`src/design/pmb_cfg.svh`:
```
// Offsets, field positions, codes and counts of the parallel bus cycle engine.
// Assumes inclusion by bare name from the package and the design modules.
`ifndef PMB_CFG_SVH
`define PMB_CFG_SVH
// Field positions inside the mode register input
`define STEP_HI     12
`define STEP_LO     11
`define WIDE_BIT    10
`define SETUP_HI    7
`define SETUP_LO    6
`define STRB_HI     5
`define STRB_LO     2
`define HOLD_HI     1
`define HOLD_LO     0
// Address step codes
`define STEP_NONE   2'h0
`define STEP_INC    2'h1
`define STEP_DEC    2'h2
// Address multiplex codes
`define MUX_DEMUX   2'h0
`define MUX_PART    2'h1
`define MUX_FULL8   2'h2
`define MUX_FULL16  2'h3
// Strobe modes
`define STRB_SEP    2'h2
`define STRB_COMB   2'h3
// Chip select function codes
`define CSF_NONE    2'h0
`define CSF_CS2     2'h1
`define CSF_BOTH    2'h2
// Cycles that address stays on the pins after a latch strobe
`define LATCH_GAP   5'h02
`define ADDR_RST    16'h0000
`endif

```
`src/design/pmb_pkg.sv`:
```
// Types shared by the parallel bus cycle engine modules.
// Assumes pmb_cfg.svh is reachable on the include path.
`default_nettype none
`include "pmb_cfg.svh"
package pmb_pkg;
    typedef enum logic [2:0] {IDLE, LATCH, LGAP, SETUP, STROBE, HOLD} phase_t;
    typedef logic [15:0] word_t;
    typedef logic [4:0]  count_t;
endpackage : pmb_pkg
`default_nettype wire

```
`src/design/pmb_stream_if.sv`:
```
// Valid/ready word stream between engine, buffer and top ports.
// Assumes one clock domain shared by both ends.
`default_nettype none
interface pmb_stream_if #(parameter int W = 16);
    logic         valid;
    logic         ready;
    logic [W-1:0] data;
    modport src (output valid, output data, input ready);
    modport snk (input valid, input data, output ready);
endinterface : pmb_stream_if
`default_nettype wire

```
`src/design/parallel_master_bus_cycle_engine.sv`:
```
// Master bus cycle engine for an 8/16-bit parallel port: address phases,
// wait states, strobes, chip selects and address stepping.
// Assumes config inputs are held stable while busy is high.
//
// Summary of operation
// - Step field 10 decrements, 01 increments, 00 keeps the address.
// - Address moves by exactly one, after the transfer ends and busy drops.
// - Top bits step only while they act as address, not chip select.
// - Every wait state lasts one clock cycle.
// - Setup field sets data setup cycles before the active strobe.
// - In multiplexed modes the setup field stretches the address period.
// - Strobe wait field sets the active strobe length.
// - Strobe field zero: one setup, one write hold, no read hold.
// - Hold field sets data hold cycles after the active strobe.
// - Multiplex field picks demux, partial, full 8-pin or full 16-pin.
// - Demux: address on address pins, data on 16 or 8 data pins.
// - Address pins 15 and 14 withheld when used as chip selects.
// - Partial: low address byte on data 7:0, high on address 15:8.
// - Partial: address pin 0 is low latch strobe, three extra cycles minimum.
// - Partial, strobe field nonzero: low latch longer by setup count.
// - Full 8-pin: low byte with low latch, then high byte with high latch.
// - Full 8-pin: address phases add at least six cycles.
// - Full modes: address bits 15/14 forced zero when chip selects enabled.
// - Full 16-pin needs 16-bit data; both latches together, three cycles minimum.
// - Full modes, strobe field nonzero: both latches longer by setup count.
// - Strobe mode 10 separate strobes; 11 direction plus enable strobe.
// - Requests made while busy are ignored.
`default_nettype none
`include "pmb_cfg.svh"
module parallel_master_bus_cycle_engine
    import pmb_pkg::*;
(
    // Clock and reset
    input wire logic         sys_clk,
    input wire logic         rst_n,
    // Configuration
    input wire logic  [12:0] mode_register,
    input wire logic  [1:0]  address_multiplex_field,
    input wire logic  [1:0]  strobe_mode,
    input wire logic  [1:0]  cs_func,
    // Address register
    input wire logic         addr_load,
    input wire logic  [15:0] addr_wdata,
    output logic      [15:0] bus_address_register,
    // Transfer requests
    input wire logic         req_valid,
    input wire logic         req_write,
    input wire logic  [15:0] req_wdata,
    output logic             busy,
    // Read data
    output logic             rd_valid,
    output logic      [15:0] rd_data,
    input wire logic         rd_ready,
    // Pins
    output logic      [15:0] address_pins,
    output logic      [15:0] address_pins_oe,
    input wire logic  [15:0] data_pins_in,
    output logic      [15:0] data_pins_out,
    output logic      [15:0] data_pins_oe,
    output logic             chip_select_1,
    output logic             chip_select_2,
    output logic             read_strobe,
    output logic             write_strobe,
    output logic             low_address_latch_strobe,
    output logic             high_address_latch_strobe
);
    logic [15:0] din_s1;
    logic [15:0] din_s2;
    phase_t      state;
    phase_t      next_state;
    count_t      cnt;
    count_t      next_cnt;
    logic        hi_phase;
    logic        next_hi;
    logic        op_write;
    logic        next_wr;
    word_t       op_wdata;
    word_t       stepped;
    word_t       pa;
    logic        accept;
    logic        done;
    logic [1:0]  step;
    logic [1:0]  setup_f;
    logic [3:0]  strb_f;
    logic [1:0]  hold_f;
    logic        wide;
    logic        short_cfg;
    logic [1:0]  mux;
    logic        muxed;
    logic        cs1_en;
    logic        cs2_en;
    logic [2:0]  latch_len;
    count_t      setup_len;
    count_t      strb_len;
    count_t      hold_len;
    logic        next_busy;
    logic [15:0] next_ap;
    logic [15:0] next_ap_oe;
    logic [15:0] next_dout;
    logic [15:0] next_doe;
    logic        next_rs;
    logic        next_ws;
    logic        next_all;
    logic        next_alh;
    logic        active;
    logic [1:0]  rd_pend;

    pmb_stream_if #(.W(16)) rd_in ();
    pmb_stream_if #(.W(16)) rd_out ();

    // Pin inputs pass two flops
    always_ff @(posedge sys_clk or negedge rst_n) begin
        if (!rst_n) begin
            din_s1 <= 16'h0000;
            din_s2 <= 16'h0000;
        end else begin
            din_s1 <= data_pins_in;
            din_s2 <= din_s1;
        end
    end

    assign step      = mode_register[`STEP_HI:`STEP_LO];
    assign setup_f   = mode_register[`SETUP_HI:`SETUP_LO];
    assign strb_f    = mode_register[`STRB_HI:`STRB_LO];
    assign hold_f    = mode_register[`HOLD_HI:`HOLD_LO];
    assign wide      = mode_register[`WIDE_BIT];
    assign short_cfg = strb_f == 4'h0;
    // 16-pin full mode falls back to 8-pin full mode with 8-bit data
    assign mux    = (address_multiplex_field == `MUX_FULL16 && !wide) ? `MUX_FULL8
                  : address_multiplex_field;
    assign muxed  = mux != `MUX_DEMUX;
    assign cs2_en = cs_func == `CSF_BOTH || cs_func == `CSF_CS2;
    assign cs1_en = cs_func == `CSF_BOTH;

    // Phase lengths in clock cycles
    assign latch_len = 3'h1 + (short_cfg ? 3'h0 : {1'b0, setup_f});
    assign setup_len = (muxed || short_cfg) ? 5'h01 : {3'h0, setup_f} + 5'h01;
    assign strb_len  = {1'b0, strb_f} + 5'h01;
    assign hold_len  = short_cfg ? {4'h0, op_write} : {3'h0, hold_f} + 5'h01;

    function automatic count_t phase_len(phase_t s);
        case (s)
            LATCH:   return {2'h0, latch_len};
            LGAP:    return `LATCH_GAP;
            SETUP:   return setup_len;
            STROBE:  return strb_len;
            HOLD:    return hold_len;
            default: return 5'h01;
        endcase
    endfunction : phase_len

    function automatic logic is_last(phase_t s, count_t c);
        return (s == HOLD && c == 5'h00) || (s == STROBE && c == 5'h00 && hold_len == 5'h00);
    endfunction : is_last

    // Reads also need room in the buffer and no read word in flight
    assign accept = state == IDLE && req_valid
                  && (req_write || (rd_in.ready && rd_pend == 2'h0));
    assign done   = state != IDLE && next_state == IDLE;

    always_comb begin
        next_state = state;
        next_hi    = hi_phase;
        case (state)
            IDLE: begin
                next_hi = 1'b0;
                if (accept) next_state = muxed ? LATCH : SETUP;
            end
            LATCH: begin
                if (cnt == 5'h00) next_state = LGAP;
            end
            LGAP: begin
                if (cnt == 5'h00) begin
                    if (mux == `MUX_FULL8 && !hi_phase) begin
                        next_state = LATCH;
                        next_hi    = 1'b1;
                    end else begin
                        next_state = SETUP;
                    end
                end
            end
            SETUP: begin
                if (cnt == 5'h00) next_state = STROBE;
            end
            STROBE: begin
                if (cnt == 5'h00) next_state = (hold_len == 5'h00) ? IDLE : HOLD;
            end
            HOLD: begin
                if (cnt == 5'h00) next_state = IDLE;
            end
            default: next_state = IDLE;
        endcase
        if (next_state != state || next_hi != hi_phase) next_cnt = phase_len(next_state) - 5'h01;
        else next_cnt = cnt - 5'h01;
    end

    assign next_wr   = accept ? req_write : op_write;
    assign next_busy = next_state != IDLE && !is_last(next_state, next_cnt);

    always_ff @(posedge sys_clk or negedge rst_n) begin
        if (!rst_n) begin
            state    <= IDLE;
            cnt      <= 5'h00;
            hi_phase <= 1'b0;
            busy     <= 1'b0;
        end else begin
            state    <= next_state;
            cnt      <= next_cnt;
            hi_phase <= next_hi;
            busy     <= next_busy;
        end
    end

    // Request capture; ignored unless idle
    always_ff @(posedge sys_clk or negedge rst_n) begin
        if (!rst_n) begin
            op_write <= 1'b0;
            op_wdata <= 16'h0000;
        end else if (accept) begin
            op_write <= req_write;
            op_wdata <= req_wdata;
        end
    end

    pmb_addr_stepper u_stepper (
        .addr      (bus_address_register),
        .step      (step),
        .cs_func   (cs_func),
        .next_addr (stepped)
    );

    always_ff @(posedge sys_clk or negedge rst_n) begin
        if (!rst_n) bus_address_register <= `ADDR_RST;
        else if (done) bus_address_register <= stepped;
        else if (addr_load && state == IDLE) bus_address_register <= addr_wdata;
    end

    // Presented address; chip select bits zero in full modes
    always_comb begin
        pa = bus_address_register;
        if (mux == `MUX_FULL8 || mux == `MUX_FULL16) begin
            if (cs2_en) pa[15] = 1'b0;
            if (cs1_en) pa[14] = 1'b0;
        end
    end

    // Pin values for the coming cycle
    always_comb begin
        active     = next_state != IDLE;
        next_ap    = bus_address_register;
        next_dout  = 16'h0000;
        next_doe   = 16'h0000;
        next_all   = 1'b0;
        next_alh   = 1'b0;
        case (mux)
            `MUX_DEMUX: next_ap_oe = 16'hFFFF;
            `MUX_PART:  next_ap_oe = 16'hFF00;
            default:    next_ap_oe = 16'hC000;
        endcase
        if (cs2_en) next_ap_oe[15] = 1'b0;
        if (cs1_en) next_ap_oe[14] = 1'b0;
        if (next_state == LATCH || next_state == LGAP) begin
            next_doe = (mux == `MUX_FULL16) ? 16'hFFFF : 16'h00FF;
            if (mux == `MUX_FULL16) next_dout = pa;
            else if (next_hi) next_dout = {8'h00, pa[15:8]};
            else next_dout = {8'h00, pa[7:0]};
        end else if (active && next_wr) begin
            next_doe  = wide ? 16'hFFFF : 16'h00FF;
            next_dout = wide ? op_wdata : {8'h00, op_wdata[7:0]};
            if (accept) next_dout = wide ? req_wdata : {8'h00, req_wdata[7:0]};
        end
        if (next_state == LATCH) begin
            next_all = mux != `MUX_FULL8 || !next_hi;
            next_alh = mux == `MUX_FULL16 || (mux == `MUX_FULL8 && next_hi);
        end
        if (strobe_mode == `STRB_COMB) begin
            next_rs = active && !next_wr;
            next_ws = next_state == STROBE;
        end else begin
            next_rs = next_state == STROBE && !next_wr;
            next_ws = next_state == STROBE && next_wr;
        end
    end

    always_ff @(posedge sys_clk or negedge rst_n) begin
        if (!rst_n) begin
            address_pins              <= 16'h0000;
            address_pins_oe           <= 16'h0000;
            data_pins_out             <= 16'h0000;
            data_pins_oe              <= 16'h0000;
            chip_select_1             <= 1'b0;
            chip_select_2             <= 1'b0;
            read_strobe               <= 1'b0;
            write_strobe              <= 1'b0;
            low_address_latch_strobe  <= 1'b0;
            high_address_latch_strobe <= 1'b0;
        end else begin
            address_pins              <= next_ap;
            address_pins_oe           <= next_ap_oe;
            data_pins_out             <= next_dout;
            data_pins_oe              <= next_doe;
            chip_select_1             <= active && cs1_en;
            chip_select_2             <= active && cs2_en;
            read_strobe               <= next_rs;
            write_strobe              <= next_ws;
            low_address_latch_strobe  <= next_all;
            high_address_latch_strobe <= next_alh;
        end
    end

    // Last strobe cycle's pins reach din_s2 two edges later
    always_ff @(posedge sys_clk or negedge rst_n) begin
        if (!rst_n) rd_pend <= 2'h0;
        else rd_pend <= {rd_pend[0], state == STROBE && cnt == 5'h00 && !op_write};
    end

    assign rd_in.valid = rd_pend[1];
    assign rd_in.data  = wide ? din_s2 : {8'h00, din_s2[7:0]};

    pmb_two_entry_buffer #(.W(16)) u_rd_buf (
        .sys_clk (sys_clk),
        .rst_n   (rst_n),
        .in_s    (rd_in),
        .out_s   (rd_out)
    );

    assign rd_valid     = rd_out.valid;
    assign rd_data      = rd_out.data;
    assign rd_out.ready = rd_ready;
endmodule : parallel_master_bus_cycle_engine
`default_nettype wire

```
`src/design/pmb_addr_stepper.sv`:
```
// Next bus address after a completed transfer.
// Assumes chip select bits sit at the top of the address.
`default_nettype none
`include "pmb_cfg.svh"
module pmb_addr_stepper
    import pmb_pkg::*;
(
    input wire logic [15:0] addr,
    input wire logic [1:0]  step,
    input wire logic [1:0]  cs_func,
    output logic     [15:0] next_addr
);
    // Carry chain spans only the bits that act as address
    function automatic word_t step_addr(word_t a, logic [1:0] s, logic [1:0] csf);
        word_t m;
        word_t r;
        m = (csf == `CSF_BOTH) ? 16'h3FFF : (csf == `CSF_CS2) ? 16'h7FFF : 16'hFFFF;
        case (s)
            `STEP_INC: r = a + 16'h0001;
            `STEP_DEC: r = a - 16'h0001;
            default:   r = a;
        endcase
        return (r & m) | (a & ~m);
    endfunction : step_addr

    assign next_addr = step_addr(addr, step, cs_func);
endmodule : pmb_addr_stepper
`default_nettype wire

```
`src/design/pmb_two_entry_buffer.sv`:
```
// Two-entry read data buffer with valid/ready on both sides.
// Assumes the filling side waits for ready before pushing.
`default_nettype none
module pmb_two_entry_buffer #(
    parameter int W = 16
) (
    input wire logic   sys_clk,
    input wire logic   rst_n,
    pmb_stream_if.snk  in_s,
    pmb_stream_if.src  out_s
);
    logic [W-1:0] slot [2];
    logic         wp;
    logic         rp;
    logic [1:0]   fill;
    logic         push;
    logic         pop;

    assign push        = in_s.valid && in_s.ready;
    assign pop         = out_s.valid && out_s.ready;
    assign in_s.ready  = fill != 2'h2;
    assign out_s.valid = fill != 2'h0;
    assign out_s.data  = slot[rp];

    always_ff @(posedge sys_clk or negedge rst_n) begin
        if (!rst_n) begin
            fill <= 2'h0;
            wp   <= 1'b0;
            rp   <= 1'b0;
        end else begin
            fill <= fill + {1'b0, push} - {1'b0, pop};
            if (push) wp <= ~wp;
            if (pop) rp <= ~rp;
        end
    end

    always_ff @(posedge sys_clk or negedge rst_n) begin
        if (!rst_n) begin
            slot[0] <= '0;
            slot[1] <= '0;
        end else if (push) begin
            slot[wp] <= in_s.data;
        end
    end
endmodule : pmb_two_entry_buffer
`default_nettype wire

```
`config.mk`:
```
export PLATFORM = sky130hd
export DESIGN_NAME = parallel_master_bus_cycle_engine
export DESIGN_NICKNAME = d
export VERILOG_FILES = /design/src/design/pmb_pkg.sv /design/src/design/pmb_stream_if.sv /design/src/design/parallel_master_bus_cycle_engine.sv /design/src/design/pmb_addr_stepper.sv /design/src/design/pmb_two_entry_buffer.sv
export VERILOG_INCLUDE_DIRS = /design/src /design/src/design
export SDC_FILE = /design/constraint.sdc
export NUM_CORES = 1
export LEC_CHECK = 0
export BUFFER_PORTS_ARGS = -buffer_cell sky130_fd_sc_hd__buf_4
export CAP_MARGIN = 20
export CORE_UTILIZATION = 37
export CTS_CLUSTER_DIAMETER = 30
export CTS_CLUSTER_SIZE = 16
export DETAILED_ROUTE_END_ITERATION = 10
export PLACE_DENSITY = 0.62
export SLEW_MARGIN = 20
export SYNTH_ARGS = -nofsm -noshare
export SYNTH_HDL_FRONTEND = slang
export SYNTH_SLANG_ARGS = --single-unit
```
`constraint.sdc`:
```
create_clock -name sys_clk -period 4 [get_ports sys_clk]
set_input_delay 0.4 -clock sys_clk [delete_from_list [all_inputs] [get_ports sys_clk]]
set_output_delay 0.4 -clock sys_clk [all_outputs]
set_load 0.01 [all_outputs]
```
# --- Word level (Yosys, flattened, before mapping) ---
# Cells that the tools add are included.
word_totals:
  ram_bits: 0
  rom_bits: 0
  in_bits: 73
  latchBits: 0
  out_inout_bits: 104
  n_memories: 0
  ff_bits: 183
classes:
  eq_ne: 23
  n_reduce_logical: 51
  addsub: 10
  n_shift: 0
  div: 0
  multipliers: 0
  bitwise_logic: 8
  order_cmp: 3
  muxes: 54
ops:
  columns: ["cell", "count"]
  rows:
  - ["$mux 16", 19]
  - ["$and 16x16->16", 2]
  - ["$bwmux 32", 1]
  - ["$pmux 16 s2", 1]
  - ["$pmux 14 s2", 1]
  - ["$mux 3", 9]
  - ["$pmux 5 s5", 1]
  - ["$logic_and 1x1->1", 23]
  - ["$pmux 3 s6", 1]
  - ["$add 16x1->16 const B", 1]
  - ["$demux 16 s1", 1]
  - ["$not 16->16", 1]
  - ["$or 16x16->16", 1]
  - ["$sub 16x1->16 const B", 1]
  - ["$logic_not 5->1", 3]
  - ["$eq 2x2->1 const B", 6]
  - ["$eq 3x2->1 const B", 4]
  - ["$eq 3x3->1 const B", 4]
  - ["$mux 1", 11]
  - ["$mux 2", 5]
  - ["$mux 5", 2]
  - ["$sub 5x1->5 const B", 2]
  - ["$logic_or 1x1->1", 9]
  - ["$mux 8", 1]
  - ["other kinds (21)", 39]

# --- Logic depth before layout (Yosys ltp) ---
logic_depth:
  word_depth: 19
  ltp_mapped: 15

# --- Cells and area by module ---
# A second synthesis with hierarchy kept.
hier_totals:
  hier_cells: 693
  hier_area_um2: 7926.4
modules_own_cells:
  columns: ["module", "instances", "seq_area_each_um2", "cells_per_inst", "area_each_um2"]
  rows:
  - ["parallel_master_bus_cycle_engine", 1, 3027.9, 422, 5072.4]
  - ["pmb_two_entry_buffer", 1, 900.9, 103, 1697.9]
  - ["pmb_addr_stepper", 1, 0.0, 168, 1156.1]

# --- Worst setup path after synthesis ---
# OpenSTA, ideal clock, no wires.
synth_path:
  path_kind: "input to register"
  from: "in mode_register[2]"
  to: "reg busy"
  arrival_time_ps: 2957
  setup_ps: 124
  cell_stages: 14
  path_slack_ps: 919
  cell_sequence: "inv_1 > ha_1 > or3b_1 > buf_6 > a31o_2 > or3_4 > a31oi_4 > a211oi_1 > a31oi_1 > nand2_1 > o21ai_0 > ha_1 > xnor2_1 > o31a_1"
synth_via:
  elab_chain_len: 17
  word_cells_on_any_way: 30
  classes_between: "add/sub: 3; eq/ne: 6; mux: 9; reduce/logical: 12"
synth_lines:
  columns: ["element", "line", "rtl"]
  rows:
  - ["start, declared", "parallel_master_bus_cycle_engine.sv:37", "input wire logic [12:0] mode_register,"]
  - ["$logic_not 4->1 (*)", "parallel_master_bus_cycle_engine.sv:127", "assign short_cfg = strb_f == 4'h0;"]
  - ["$mux 3 (*)", "parallel_master_bus_cycle_engine.sv:139", "assign hold_len = short_cfg ? {4'h0, op_write} : {3'h0, hold_f} + 5'h01;"]
  - ["$logic_not 5->1 (*)", "parallel_master_bus_cycle_engine.sv:186", "if (cnt == 5'h00) next_state = (hold_len == 5'h00) ? IDLE : HOLD;"]
  - ["$mux 3 (*) (2 in a row)", "parallel_master_bus_cycle_engine.sv:186", null]
  - ["$pmux 3 s6 (*)", "parallel_master_bus_cycle_engine.sv:164", "case (state)"]
  - ["named net next_state[0]", "parallel_master_bus_cycle_engine.sv:70", "phase_t next_state;"]
  - ["$eq 3x3->1 (tied with other cells)", "parallel_master_bus_cycle_engine.sv:142", "case (s)"]
  - ["$pmux 5 s5", "parallel_master_bus_cycle_engine.sv:142", null]
  - ["(+2 left out)", null, null]
  - ["$mux 5 (*)", "parallel_master_bus_cycle_engine.sv:193", "if (next_state != state || next_hi != hi_phase) next_cnt = phase_len(next_state) - 5'h01;"]
  - ["named net next_cnt[0]", "parallel_master_bus_cycle_engine.sv:72", "count_t next_cnt;"]
  - ["$logic_not 5->1 (*)", "parallel_master_bus_cycle_engine.sv:153", "return (s == HOLD && c == 5'h00) || (s == STROBE && c == 5'h00 && hold_len == 5'h00);"]
  - ["$logic_and 1x1->1 (2 in a row)", "parallel_master_bus_cycle_engine.sv:153", null]
  - ["$logic_or 1x1->1 (*)", "parallel_master_bus_cycle_engine.sv:153", null]
  - ["$logic_not 1->1 (*)", "parallel_master_bus_cycle_engine.sv:198", "assign next_busy = next_state != IDLE && !is_last(next_state, next_cnt);"]
  - ["$logic_and 1x1->1 (*)", "parallel_master_bus_cycle_engine.sv:198", null]
  - ["named net next_busy", "parallel_master_bus_cycle_engine.sv:96", "logic next_busy;"]
  - ["end signal, assigned", "parallel_master_bus_cycle_engine.sv:210", "busy <= next_busy;"]
  - ["end, declared", "parallel_master_bus_cycle_engine.sv:49", "output logic busy,"]
# The timed path passes the listed nets; every way through them passes the cells marked *. The select of a mux whose other input is x is not followed.
# A chain may end at the register's enable or synchronous reset.

# --- Worst setup path in the final report ---
layout_path:
  from: "reg state[2]"
  to: "reg busy"
layout_via:
  elab_chain_len: 16
  word_cells_on_any_way: 36
  classes_between: "add/sub: 1; eq/ne: 12; mux: 11; reduce/logical: 12"
layout_lines:
  columns: ["element", "line", "rtl"]
  rows:
  - ["start, declared", "parallel_master_bus_cycle_engine.sv:69", "phase_t state;"]
  - ["start signal, assigned", "parallel_master_bus_cycle_engine.sv:207", "state <= next_state;"]
  - ["$logic_not 3->1", "parallel_master_bus_cycle_engine.sv:157, parallel_master_bus_cycle_engine.sv:164", null]
  - ["$logic_and 1x1->1", "parallel_master_bus_cycle_engine.sv:157", "assign accept = state == IDLE && req_valid"]
  - ["$logic_and 1x1->1", "parallel_master_bus_cycle_engine.sv:158", "&& (req_write || (rd_in.ready && rd_pend == 2'h0));"]
  - ["$mux 3", "parallel_master_bus_cycle_engine.sv:167", "if (accept) next_state = muxed ? LATCH : SETUP;"]
  - ["$pmux 3 s6 (*)", "parallel_master_bus_cycle_engine.sv:164", null]
  - ["named net next_state[2]", "parallel_master_bus_cycle_engine.sv:70", null]
  - ["$eq 3x3->1 (tied with other cells)", "parallel_master_bus_cycle_engine.sv:142", null]
  - ["$pmux 5 s5", "parallel_master_bus_cycle_engine.sv:142", null]
  - ["(+2 left out)", null, null]
  - ["$mux 5 (*)", "parallel_master_bus_cycle_engine.sv:193", null]
  - ["named net next_cnt[0]", "parallel_master_bus_cycle_engine.sv:72", null]
  - ["$logic_not 5->1 (*)", "parallel_master_bus_cycle_engine.sv:153", null]
  - ["$logic_and 1x1->1 (2 in a row)", "parallel_master_bus_cycle_engine.sv:153", null]
  - ["$logic_or 1x1->1 (*)", "parallel_master_bus_cycle_engine.sv:153", null]
  - ["$logic_not 1->1 (*)", "parallel_master_bus_cycle_engine.sv:198", null]
  - ["$logic_and 1x1->1 (*)", "parallel_master_bus_cycle_engine.sv:198", null]
  - ["named net next_busy", "parallel_master_bus_cycle_engine.sv:96", null]
# Marked as above.

==> key figures <==
Synth
  – Synth top area share: 0.545
  – Post-Synthesis Cell Area: 7210 um^2
  – Biggest area consumer among synthesized cells: dfrtp_1
  – Fraction of registers with async set/reset: 1.00
  – Seq cells post-synth: 157
  – Commonest cells in the synthesized netlist: dfrtp_1 (157), nand2_1 (57), mux2_2 (49)
  – Area contributors post-synth: dfrtp_1 (54%), mux2_2 (7.6%), ha_1 (4.3%), nand2_1 (3.0%), buf_4 (2.7%)
  – Synth Net Count: 721
  – Most instantiated library cell after synthesis: dfrtp_1
  – Yosys warnings: 0
  – Syn_area_per_cell: 11.6 um^2
  – Gate Count Post-Synth: 622
  – Post-synth EDFFs: 0
  – Synth unique cells: 65
  – Seq/Total Area, Yosys: 0.545
  – Most used flip-flop cell after synthesis: dfrtp_1

Route
  – DRC viols: 0
  – Routed Antenna Nets: 0
  – Total wire length: 17.9 mm
  – Vias per cell: 5.06
  – Drt first pass iters: 5
  – Initial DRC Count: 184
  – Drt wl/cell: 17.1 um
  – Via count: 5277

Floorplanning
  – Core area: 18900 um^2
  – Die width: 142 um
  – Top Ports: 177
  – Die ar.: 20100 um^2
  – Initial Util: 0.382
  – Die Height: 142 um
  – # rows: 50

Setup path
  – Element type at the critical path start: flip-flop
  – Critical Path End Type: flip-flop
  – Worst EP required: 4.30 ns
  – Max FO, Critical Path: 12
  – Critical path class: flip-flop to flip-flop
  – Flop2flop setup slack: 0.66 ns
  – Crit path DAT: 3.64 ns

Placed design
  – Port Buffer Count: 174
  – Post-DP HPWL: 13.0 mm
  – RD Place Congestion: 0.863

STA
  – Fin crit share: 0.835
  – Setup Skew: 0.00766 ns
  – Max Fclk: 0.299 GHz
  – Worst rel slew slack: 0.402
  – Hold Vio Cnt, Final: 0
  – Min Tclk post-route: 3.34 ns
  – Worst-Margin Slew: 0.897 ns
  – Setup violators final: 0
  – Final setup TNS: 0 ns
  – Slew Limit Fails: 0
  – RSZ-0062 raised after global routing: no

Cells and area
  – NumNets Final: 869
  – Layout area overhead: 26.8%
  – Layout cells sized above 1: 0.363
  – Antenna Cells: 0

Clock network
  – Hold-fix buffers, CTS: 0
  – TritonCTS buffer count: 17
  – CTS tree: done
  – Clk Latency, worst-skew pair: 0.42 ns
  – CTS max path bufs: 2
  – Number of H-tree levels: 4
  – Post-CTS sizing: 0
  – Clk slew on worst S/H paths: 0.06 ns
  – CTS Root Cell: clkbuf_16
  – Clock sink count: 157
  – Setup bufs post-CTS: 0

Pwr
  – Total power: 6.59 mW
  – Worst vdd ir: 0.000376 V
  – P per Cell Area: 721 nW/um^2
  – Lkg Pwr: 4.46 nW

GRT
  – Vias in the first global route: 5442
  – First-pass GRT wire length: 28.6 mm
  – Pin count of the biggest net entering global routing: 101
  – GRT overflow: 0
  – GRT Util Overall: 0.187
  – Initial antenna violation count: 0

Worst hold path
  – Worst Hold Class: input port to async pin

Outcome
  – Status: completed

Run
  – MaxCap Viol Count: 0
[cell type report]
cell class / instances / area [um^2]
timing repair buffer: 180 / 1360
multi-input combinational: 394 / 2870
clock buffer: 20 / 467
sequential: 157 / 3930
clock inverter: 12 / 128
fill: 1750 / 9750
inverter: 20 / 75.1
tap: 260 / 325
[power by group]
part / internal, mW / switching, mW / total, mW
combinational: 1.22 / 1.35 / 2.58
clock: 0.923 / 0.674 / 1.60
sequential: 2.02 / 0.396 / 2.42
[cells in the final DEF, fill, tap and decap left out, drive strengths merged, types with 6 or more instances in the layout]
cell    synthesis  final
xor2           11     11
or2             8      8
inv            20     25
a21oi          19     19
mux2           49     49
a22o            9      9
and2            6      6
nand3          14     14
nand2          57     57
a31oi           7      7
a41o            9      9
nor2           39     39
xnor2          11     11
clkbuf         15     20
dfrtp         157    157
a22oi           9      9
ha             25     25
mux2i          15     15
o21ai          33     33
buf            36    180
nor3           12     12
[state kept, by name, indices dropped and copies added (netlist names), 4 cells and up, named ones only]
name and cells:
op_wdata 16, data_pins_out 16, bus_address_register 14, din_s2 16, address_pins_oe 4, u_rd_buf.slot 32
cnt 5, din_s1 16, address_pins 16
[critical path, stage by stage (launching register included)]
cell	delay, ns
dfrtp_1	0.56
or3b_2	0.54
a311o_2	0.39
o211ai_2	0.16
mux2i_1	0.14
a211oi_1	0.34
a31oi_1	0.07
nand2_1	0.12
o21ai_0	0.18
ha_1	0.28
xnor2_1	0.15
o31a_1	0.30
[per-stage QoR]
stage	utilization	hold WS, ns	area, um^2	instances	setup slack (ns)
2_1_floorplan	-	0.104	7210	622	0.919
3_3_place_gp	0.453	0.334	8550	1011	0.506
3_5_place_dp	0.453	0.336	8550	1011	0.384
4_1_cts	0.484	0.0641	9150	1043	0.696
5_1_grt	0.484	0.0632	9150	1043	0.480
6_report	0.484	0.0713	9150	1043	0.660
[layer usage]
metal / vias up / global-route usage / wire (um)
met4: 0 / 0.0690 / 291
met5: - / 0 / 0
met3: 26 / 0.0462 / 1100
li1: 2474 / - / -
met1: 2584 / 0.237 / 7750
met2: 193 / 0.310 / 8740
[kinds of logic after synthesis]
logic type	count (synthesis)	share of synthesized area
DFF	157	0.545
muxes	64	0.0973
and+or+nand+nor	156	0.101
xor gates and xnor gates	22	0.0267
AOI/OAI and AO/OA	126	0.126
buffers and inverters	71	0.0578
adders and majority gates	26	0.0461
[final timing paths]
kind / start / to / cells after the start
setup reg to reg: state[2] / busy / 11
setup / recovery: state[2] / busy / 11
min in group sys_clk: data_pins_in[4] / din_s1[4] / 1
hold reg to reg: din_s1[3] / din_s2[3] / 0
max in group asynchronous: rst_n / data_pins_out[6] / 2
hold / removal: rst_n / din_s1[6] / 1
No activity file was read; power rests on OpenSTA's default activity.
